## src/hw/wcd_pkg.sv

```systemverilog
// Purpose: Shared constants and types for the watchdog config decode block
// Assumes: 20 MHz core clock, classic Wishbone register access
// Notes:   Config word comes from nonvolatile storage outside this block
package wcd_pkg;
  localparam int WCD_CLK_NS   = 50;
  localparam int WCD_TB_NS    = 1000;
  localparam int WCD_TB_CYC   = (WCD_TB_NS + WCD_CLK_NS - 1) / WCD_CLK_NS;
  localparam int WCD_PRE_W    = 5;
  localparam int WCD_POST_W   = 21;
  localparam logic [WCD_PRE_W-1:0]  WCD_PRE_LAST = WCD_PRE_W'(WCD_TB_CYC - 1);
  localparam logic [WCD_PRE_W-1:0]  WCD_PRE_ZERO = 5'h00;
  localparam logic [WCD_PRE_W-1:0]  WCD_PRE_ONE  = 5'h01;
  localparam logic [WCD_POST_W-1:0] WCD_POST_ZERO = 21'h000000;
  localparam logic [WCD_POST_W-1:0] WCD_POST_ONE  = 21'h000001;

  localparam int WCD_WINSZ_LSB  = 24;
  localparam int WCD_HWEN_BIT   = 23;
  localparam int WCD_WDT_WINDOW_DISABLE_BIT = 22;
  localparam int WCD_PS_LSB     = 16;
  localparam logic [4:0] WCD_PS_MAX = 5'h14;

  localparam logic [1:0] WCD_WIN_25  = 2'h3;
  localparam logic [1:0] WCD_WIN_375 = 2'h2;
  localparam logic [1:0] WCD_WIN_50  = 2'h1;
  localparam logic [1:0] WCD_WIN_75  = 2'h0;

  localparam logic [7:0] WCD_ADR_CFG  = 8'h00;
  localparam logic [7:0] WCD_ADR_CTRL = 8'h04;
  localparam logic [7:0] WCD_ADR_STAT = 8'h08;
  localparam logic [7:0] WCD_ADR_CNT  = 8'h0c;

  localparam int WCD_CTRL_EN   = 0;
  localparam int WCD_CTRL_KICK = 1;
  localparam int WCD_ST_RUN    = 0;
  localparam int WCD_ST_TO     = 1;
  localparam int WCD_ST_WERR   = 2;
  localparam int WCD_ST_WOPEN  = 3;
  localparam int WCD_ST_WMODE  = 4;

  localparam logic [31:0] WCD_CFG_RST  = 32'h0000_0000;
  localparam logic [31:0] WCD_DAT_ZERO = 32'h0000_0000;

  typedef enum logic [1:0] {
    WCD_LOAD = 2'b01,
    WCD_OPER = 2'b10
  } wcd_phase_t;

  typedef struct packed {
    logic        cyc;
    logic        stb;
    logic        we;
    logic [7:0]  adr;
    logic [3:0]  sel;
    logic [31:0] dat;
  } wcd_wb_req_t;

  typedef struct packed {
    logic        ack;
    logic [31:0] dat;
  } wcd_wb_rsp_t;

  typedef struct packed {
    wcd_phase_t              phase;
    logic [31:0]             cfg;
    logic [WCD_PRE_W-1:0]    pre;
    logic [WCD_POST_W-1:0]   post;
    logic                    sw_en;
    logic                    to_flag;
    logic                    werr_flag;
    logic                    to_pulse;
    logic                    ack;
    logic [31:0]             rdata;
  } wcd_state_t;
endpackage

```

## src/hw/wcd_top.sv

```systemverilog
// Purpose: Watchdog fed by the fields of the watchdog/oscillator config word
// Assumes: Config word stable at reset release; inputs synchronous to core_clk
// Notes:   Registers reached over classic Wishbone, one cycle answer
//
// Register access over Wishbone and the address map were left to the implementer.
`timescale 1ns/10ps

module wcd_top (
  input  wire logic         core_clk,
  input  wire logic         rst_n,
  input  wire logic [31:0]  cfg_word,
  input  wire wcd_pkg::wcd_wb_req_t wb_req,
  output wcd_pkg::wcd_wb_rsp_t      wb_rsp,
  output logic              wdt_timeout
);
  import wcd_pkg::*;

  function automatic logic [WCD_POST_W-1:0] wcd_ratio(
    input logic [4:0] code
  );
    logic [4:0] eff;
    eff = (code > WCD_PS_MAX) ? WCD_PS_MAX : code;
    return WCD_POST_ONE << eff;
  endfunction

  function automatic logic [WCD_POST_W-1:0] wcd_win_start(
    input logic [1:0]            sel,
    input logic [WCD_POST_W-1:0] r
  );
    logic [WCD_POST_W-1:0] q;
    logic [WCD_POST_W-1:0] e;
    q = r >> 2;
    e = r >> 3;
    case (sel)
      WCD_WIN_25:  return r - q;
      WCD_WIN_375: return r - (q + e);
      WCD_WIN_50:  return r >> 1;
      WCD_WIN_75:  return q;
      default:     return q;
    endcase
  endfunction

  wcd_state_t s_ff;
  wcd_state_t nxt_s;

  logic [1:0]            win_sel;
  logic                  hw_en;
  logic                  win_dis;
  logic [4:0]            ps_code;
  logic [WCD_POST_W-1:0] ratio;
  logic [WCD_POST_W-1:0] win_start;
  logic                  running;
  logic                  win_open;
  logic                  take;
  logic                  wr_lo;
  logic                  kick;
  logic                  early;
  logic                  tick;
  logic                  to_evt;
  logic                  clr_to;
  logic                  clr_werr;
  logic [31:0]           rd_mux;

  // Field decode of the captured word
  always_comb begin
    win_sel   = s_ff.cfg[WCD_WINSZ_LSB +: 2];
    hw_en     = s_ff.cfg[WCD_HWEN_BIT];
    win_dis   = s_ff.cfg[WCD_WDT_WINDOW_DISABLE_BIT];
    ps_code   = s_ff.cfg[WCD_PS_LSB +: 5];
    ratio     = wcd_ratio(ps_code);
    win_start = wcd_win_start(win_sel, ratio);
    running   = (s_ff.phase == WCD_OPER) && (hw_en || s_ff.sw_en);
    win_open  = !win_dis && (s_ff.post >= win_start);
  end

  always_comb begin
    nxt_s          = s_ff;
    nxt_s.to_pulse = 1'b0;
    take     = wb_req.cyc && wb_req.stb && !s_ff.ack;
    wr_lo    = take && wb_req.we && wb_req.sel[0];
    kick     = 1'b0;
    early    = 1'b0;
    tick     = 1'b0;
    to_evt   = 1'b0;
    clr_to   = 1'b0;
    clr_werr = 1'b0;
    rd_mux   = WCD_DAT_ZERO;
    nxt_s.ack = take;

    // Capture once after reset release
    case (s_ff.phase)
      WCD_LOAD: begin
        nxt_s.cfg   = cfg_word;
        nxt_s.phase = WCD_OPER;
      end
      WCD_OPER: begin
        nxt_s.phase = WCD_OPER;
      end
      default: begin
        nxt_s.phase = WCD_LOAD;
      end
    endcase

    // Control and status writes
    if (wr_lo && (wb_req.adr == WCD_ADR_CTRL)) begin
      nxt_s.sw_en = wb_req.dat[WCD_CTRL_EN];
      kick        = wb_req.dat[WCD_CTRL_KICK];
    end
    if (wr_lo && (wb_req.adr == WCD_ADR_STAT)) begin
      clr_to   = wb_req.dat[WCD_ST_TO];
      clr_werr = wb_req.dat[WCD_ST_WERR];
    end

    // Timebase and postscale counting
    if (!running) begin
      nxt_s.pre  = WCD_PRE_ZERO;
      nxt_s.post = WCD_POST_ZERO;
    end else begin
      tick      = (s_ff.pre == WCD_PRE_LAST);
      nxt_s.pre = tick ? WCD_PRE_ZERO : s_ff.pre + WCD_PRE_ONE;
      if (kick) begin
        early      = !win_dis && (s_ff.post < win_start);
        nxt_s.post = WCD_POST_ZERO;
        nxt_s.pre  = WCD_PRE_ZERO;
      end else if (tick) begin
        if (s_ff.post == ratio - WCD_POST_ONE) begin
          to_evt     = 1'b1;
          nxt_s.post = WCD_POST_ZERO;
        end else begin
          nxt_s.post = s_ff.post + WCD_POST_ONE;
        end
      end
    end

    // Sticky flags, a set beats a clear
    if (clr_to) begin
      nxt_s.to_flag = 1'b0;
    end
    if (clr_werr) begin
      nxt_s.werr_flag = 1'b0;
    end
    if (to_evt) begin
      nxt_s.to_flag = 1'b1;
    end
    if (early) begin
      nxt_s.werr_flag = 1'b1;
    end
    nxt_s.to_pulse = to_evt || early;

    // Read data
    case (wb_req.adr)
      WCD_ADR_CFG: begin
        rd_mux = s_ff.cfg;
      end
      WCD_ADR_CTRL: begin
        rd_mux[WCD_CTRL_EN] = s_ff.sw_en;
      end
      WCD_ADR_STAT: begin
        rd_mux[WCD_ST_RUN]   = running;
        rd_mux[WCD_ST_TO]    = s_ff.to_flag;
        rd_mux[WCD_ST_WERR]  = s_ff.werr_flag;
        rd_mux[WCD_ST_WOPEN] = win_open;
        rd_mux[WCD_ST_WMODE] = !win_dis;
      end
      WCD_ADR_CNT: begin
        rd_mux[WCD_POST_W-1:0] = s_ff.post;
      end
      default: begin
        rd_mux = WCD_DAT_ZERO;
      end
    endcase
    if (take && !wb_req.we) begin
      nxt_s.rdata = rd_mux;
    end
  end

  always_ff @(posedge core_clk or negedge rst_n) begin
    if (!rst_n) begin
      s_ff.phase     <= WCD_LOAD;
      s_ff.cfg       <= WCD_CFG_RST;
      s_ff.pre       <= WCD_PRE_ZERO;
      s_ff.post      <= WCD_POST_ZERO;
      s_ff.sw_en     <= 1'b0;
      s_ff.to_flag   <= 1'b0;
      s_ff.werr_flag <= 1'b0;
      s_ff.to_pulse  <= 1'b0;
      s_ff.ack       <= 1'b0;
      s_ff.rdata     <= WCD_DAT_ZERO;
    end else begin
      s_ff <= nxt_s;
    end
  end

  assign wb_rsp.ack  = s_ff.ack;
  assign wb_rsp.dat  = s_ff.rdata;
  assign wdt_timeout = s_ff.to_pulse;
endmodule // wcd_top
```

## config.mk

```make
export PLATFORM = sky130hd
export DESIGN_NAME = wcd_top
export DESIGN_NICKNAME = d
export VERILOG_FILES = /design/src/hw/wcd_pkg.sv /design/src/hw/wcd_top.sv
export SDC_FILE = /design/constraint.sdc
export NUM_CORES = 1
export LEC_CHECK = 0
export ABC_AREA = 1
export BUFFER_PORTS_ARGS = -buffer_cell sky130_fd_sc_hd__buf_2
export CAP_MARGIN = 10
export CORE_AREA = 4 4 139 141
export DETAILED_ROUTE_END_ITERATION = 6
export DIE_AREA = 0 0 143 145
export PLACE_DENSITY = 0.85
export SLEW_MARGIN = 5
export SYNTH_ARGS = -nofsm -noshare
export SYNTH_HDL_FRONTEND = slang
export SYNTH_SLANG_ARGS = --single-unit
```

## constraint.sdc

```tcl
create_clock -name core_clk -period 4.7 [get_ports core_clk]
set_clock_uncertainty 0.15 [all_clocks]
set_input_delay 0.235 -clock core_clk [delete_from_list [all_inputs] [get_ports core_clk]]
set_output_delay 0.235 -clock core_clk [all_outputs]
set_load 0.05 [all_outputs]
```

# == Word-level counts from Yosys, hierarchy flattened ==
# Index checks and enable logic that the tools add are counted.
# totals
ff_bits,97
in_bits,81
out_inout_bits,34
elab_cells,77
# op_classes
addsub,6
shifts,1
n_mux,26
n_eq_ne,11
order_cmp,3
reduce_logical,20
# ops
op,n
$pmux 21 s4,1
$mux 21,3
$pmux 16 s2,1
$mux 26,1
$add 21x1->21 const B,1
$eq 21x21->1,1
$ge 21x21->1,1
$lt 21x21->1,1
$shl 1x5->21 const A,1
$sub 21x1->21 const B,1
$sub 21x19->21,1
$sub 21x20->21,1
$add 19x18->20,1
$eq 8x4->1 const B,2
$mux 5,3
$mux 1,13
$pmux 4 s3,1
$mux 11,1
$logic_and 1x1->1,10
$eq 8x3->1 const B,1
$logic_not 8->1,1
$eq 2x2->1 const B,3
$add 5x1->5 const B,1
$eq 5x5->1 const B,1
other kinds (10),15

# == Depth between registers and ports, before layout ==
# depth
ltp_word,11
ltp_mapped,32
depth_no_buf,31

# == Worst setup path after synthesis ==
# No wires, ideal clock.
# synth_timing
path_type,reg-to-reg
start,"register s_ff, in the netlist ps_code[0]"
end,"register s_ff, in the netlist wb_rsp[3]"
period_less_slack_ps,5044
setup_time_ps,127
required_time_ps,4423
n_path_buf,1
path_stages_with_launch,30
arrival_ps,4766
setup_slack_ps,-344
cell_sequence,dfrtp_1 -> buf_6 -> nor2_4 -> nand2_2 -> nand2_4 -> nand4_2 -> nor2_1 -> inv_1 -> fa_1 -> inv_1 -> ha_1 -> a21oi_1 -> nand2_1 -> a21oi_1 -> o21ai_0 -> a21oi_1 -> o21ai_0 -> or2_2 -> nand3_1 -> nand3_1 -> nand2_1 -> ha_1 -> a21oi_1 -> nor2_1 -> a211oi_1 -> nand2_1 -> nand2_1 -> nand3_1 -> a21oi_1 -> o21ai_0
# synth_via
elab_chain_cells,9
elab_cells_between_ends,10
classes_between,add/sub: 3; order compare: 2; shift: 1; mux: 3; reduce/logical: 1
# synth_rtl
element,line,text
start: declaration,wcd_top.sv:43,wcd_state_t s_ff;
start signal: assignment,wcd_top.sv:190,s_ff <= nxt_s;
$gt 5x5->1,wcd_top.sv:22,eff = (code > WCD_PS_MAX) ? WCD_PS_MAX : code;
$mux 5 *,wcd_top.sv:22,
$shl 1x5->21 *,wcd_top.sv:23,return WCD_POST_ONE << eff;
$add 19x18->20,wcd_top.sv:36,WCD_WIN_375: return r - (q + e);
$sub 21x20->21,wcd_top.sv:36,
$pmux 21 s4 *,wcd_top.sv:34,case (sel)
$ge 21x21->1 *,wcd_top.sv:73,win_open = !win_dis && (s_ff.post >= win_start);
$logic_and 1x1->1 *,wcd_top.sv:73,
$pmux 4 s3 *,wcd_top.sv:151,case (wb_req.adr)
# Every way passes the cells marked *; elsewhere a longest branch is shown, timed or not.
# A chain may end at the register's enable or synchronous reset.

# == Worst setup path in the final report ==
# layout_timing
start,"register s_ff, in the netlist ps_code[3]"
end,"register s_ff, in the netlist wb_rsp[3]"
# Same word-level chain as after synthesis.

==> impl_metrics.csv <==
group,metric,value,unit
setup_path,critPathKind,"reg -> reg",
sta,postLayoutSetupSlackWorst,-0.166,ns
global_routing,grt_max_degree,65,
clock_tree,h-tree-depth,3,
synthesis,synth_nets,1586,
layout,fin_nets,1805,
power,switching_share,0.384,
min_path,min_from,"wb_req[2]",
power,p_seq_frac,0.327,
sta,worst_pin_slew,1.12,ns
power,ir_worst_vdd,284,uV
clock_tree,cts_sinks,97,
setup_path,critPathCaptureType,"register",
layout,fill_cells,1311,
synthesis,yosysTopAreaCellShare,0.246,
status,violations,"setup timing",
setup_path,critPathSlowestCell,"fa_1",
sta,finalSetupViolCount,3,
synthesis,synth_edf_count,0,
synthesis,ys_warn_count,0,
layout,area_delta_synth_final,27.0,%
floorplanning,num_io_pins,115,
place,post-place-ws,-0.301,ns
clock_tree,cts_max_path_buffers,2,
global_routing,met2_usage,0.528,
place,dp_hpwl,23.5,mm
floorplanning,die_x,143,um
synthesis,async_reset_ff_frac,1.00,
synthesis,synth_cells,1390,
flow_run,drv_cap,0,
global_routing,grt_antenna_before_repair,0,
synthesis,synth_top_cell_by_area,"dfrtp_1",
detailed_routing,routedWlPerCell,18.6,um
sta,drv_slew,0,
floorplanning,rows,49,
status,status,"complete, but fails checks",
place,dp_cells,1785,
global_routing,top_usage_layer,"met2",
synthesis,netlist_area,9760,sq um
setup_path,worst_path_largest_cell_delay,0.55,ns
global_routing,grtUsageTotal,0.320,
floorplanning,die_y,145,um
power,comb_power_share,0.399,
detailed_routing,detail-route-antenna-nets,0,
setup_path,setup.worst_path.start,"ps_code[3]$_DFFE_PN0N_",
synthesis,synth-main-ff-cell,"dfrtp_1",
setup_path,cp_data_arrival_time,4.95,ns
clock_tree,cts_root_buf,"clkbuf_16",
global_routing,grt_pass1_wl,53.7,mm
detailed_routing,drc_errors,0,
sta,finalCriticalPeriod,4.87,ns
place,numPortBuffers,82,
detailed_routing,dr_total_vias,11100,
sta,finalCritPeriodShare,1.04,
setup_path,reg2reg_from,"ps_code[3]$_DFFE_PN0N_",
floorplanning,dieArea,20700,sq um
power,power.switching,1.11,mW
floorplanning,initial_core_util,0.543,
synthesis,yosysUniqueCellTypes,50,
power,p_int,1.78,mW
clock_tree,clk_pin_slew,0.08,ns
detailed_routing,finalWirelength,34.3,mm
setup_path,cpMostUsedCell,"nand2_2",
global_routing,gr-usage-met3,0.0415,
synthesis,yosys-top-cells-area,"dfrtp_1 (25%), ha_1 (12%), nand2_1 (12%)",
synthesis,yosysSeqAreaShare,0.249,
sta,relSlewSlack,0.251,
global_routing,first_global_vias,10800,
detailed_routing,first_pass_iters,6,
power,clockPowerShare,0.274,
clock_tree,clkLatencyLatePin,0.36,ns
clock_tree,cts_tree,"yes",
min_path,min_path_type,"in -> reg",
sta,max_freq,205,MHz
layout,drive_above_1_share,0.242,
sta,rsz0062_at_grt,"yes",
floorplanning,core,18000,sq um
layout,fin_util,0.690,
setup_path,cp-start-kind,"register",
setup_path,cp_max_fo,4,
synthesis,syn_avg_cell_area,7.02,sq um
clock_tree,cts_buffers,9,
synthesis,synth-seq-cells,97,
power,cellLeakagePower,6.34,nW
sta,hold_viol,0,
layout,diodes,0,
global_routing,grt_overflow,0,
place,routabilityCongestion,1.04,
detailed_routing,drt-initial-drc-count,1297,
detailed_routing,vias_per_cell,6.02,
global_routing,gr-usage-met1,0.411,
setup_path,required,4.78,ns
layout,finalNonFillerCells,1843,
power,pwr_density_cell,233,nW/um^2
through the flow:
step                cell area, sq um  total power [mW]  setup TNS (ns)  hold WS (ns)
floorplan                       9790              1.54               0        -0.211
global placement               11200              1.87          -0.529         0.174
detailed placement             11200              1.91          -0.704         0.174
CTS                            12200              2.76               0        0.0516
global route                   12400              3.03          -0.813        0.0789
finish                         12400              2.89          -0.330        0.0610
registers in the layout (all words and copies together) (netlist names):
name and cells:
wb_rsp 33, s_ff 57, hw_en 1, ps_code 5, wdt_timeout 1
per-layer routing:
metal	vias up	wire, um
li1	5033	-
met1	5186	13200
met2	710	16200
met3	166	2840
met4	0	2030
met5	-	0
worst paths after layout:
path | to | slack, ns | depth (start not counted)
max in group asynchronous | s_ff[90]$_DFFE_PN0N_ | 3.05 | 3
worst min-delay path | s_ff[34]$_DFFE_PN0P_ | 0.06 | 4
min in group asynchronous | wb_rsp[14]$_DFFE_PN0P_ | 0.32 | 2
worst max register to register | wb_rsp[3]$_DFFE_PN0P_ | -0.17 | 29
worst max-delay path | wb_rsp[3]$_DFFE_PN0P_ | -0.17 | 29
worst min register to register | wb_rsp[30]$_DFFE_PN0P_ | 0.34 | 2
cell usage after synthesis, types with 3 or more instances:
cell,n
o21ai_0,118
nand4_1,24
fa_1,18
xnor2_1,8
buf_6,4
nand3_1,87
nor2_2,7
nor4_1,7
dfrtp_1,96
inv_1,177
nand2_1,315
xor2_1,32
nor2_4,5
a21boi_0,3
a22oi_1,8
nor2_1,110
clkbuf_1,23
a21oi_1,88
ha_1,97
inv_2,5
o21bai_1,4
o221ai_1,22
nor3_1,19
o22ai_1,3
nand4_2,4
a31oi_1,8
nand3b_1,14
buf_4,35
a221oi_1,4
buf_2,4
or2_2,8
a211oi_1,7
cell usage in the layout (no fill, tap or decap), drive strengths merged, types with 18 or more instances in the layout:
cell type / count
nor3: 19
nand4: 28
ha: 97
o21ai: 118
inv: 184
nor2: 122
nand3: 88
nand2: 318
a21oi: 88
o221ai: 22
dlygate4sd3: 36
xor2: 33
fa: 18
buf: 239
dfrtp: 96
layout make-up:
cell class,instances,area (sq um),area share
repair buffers,275,1960,0.158
multi-input cells,1042,6720,0.542
inverters,184,691,0.0557
well taps,229,287,0.0231
flip-flops and latches,97,2430,0.196
clock inverters,7,90.1,0.00727
clock buffers,9,225,0.0182
critical path, delay by kind of cell (launching register included):
family                   cells  cell delay, ns
AO/OA/AOI/OAI                9            1.31
adder cells (fa/ha/maj)      3            1.00
buffers and inverters        3            0.26
flip-flops                   1            0.43
AND/OR/NAND/NOR             14            1.60
cells by family after synthesis:
group	Yosys count	share of synthesized area
adders and majority gates	115	0.161
DFF	97	0.249
and+or+nand+nor	608	0.275
xor gates and xnor gates	41	0.0376
buffers and inverters	251	0.114
AOI/OAI and AO/OA	278	0.164
power by group through the flow:
stage               clock network, mW  logic [mW]  registers [mW]
finish                          0.793        1.15           0.947
global route                    0.829        1.26           0.949
CTS                             0.787        1.04           0.935
detailed placement                  0       0.957           0.949
global placement                    0       0.925           0.945
floorplan                           0       0.610           0.928
repair_timing:
action,4_1_cts,5_1_grt
resized for setup,65,66
setup buffers,5,1
hold buffers,36,0
endpoints found under the hold margin,88,0
pin swaps,23,39
setup endpoints to repair,3,3
No activity file was read; power rests on OpenSTA's default activity.
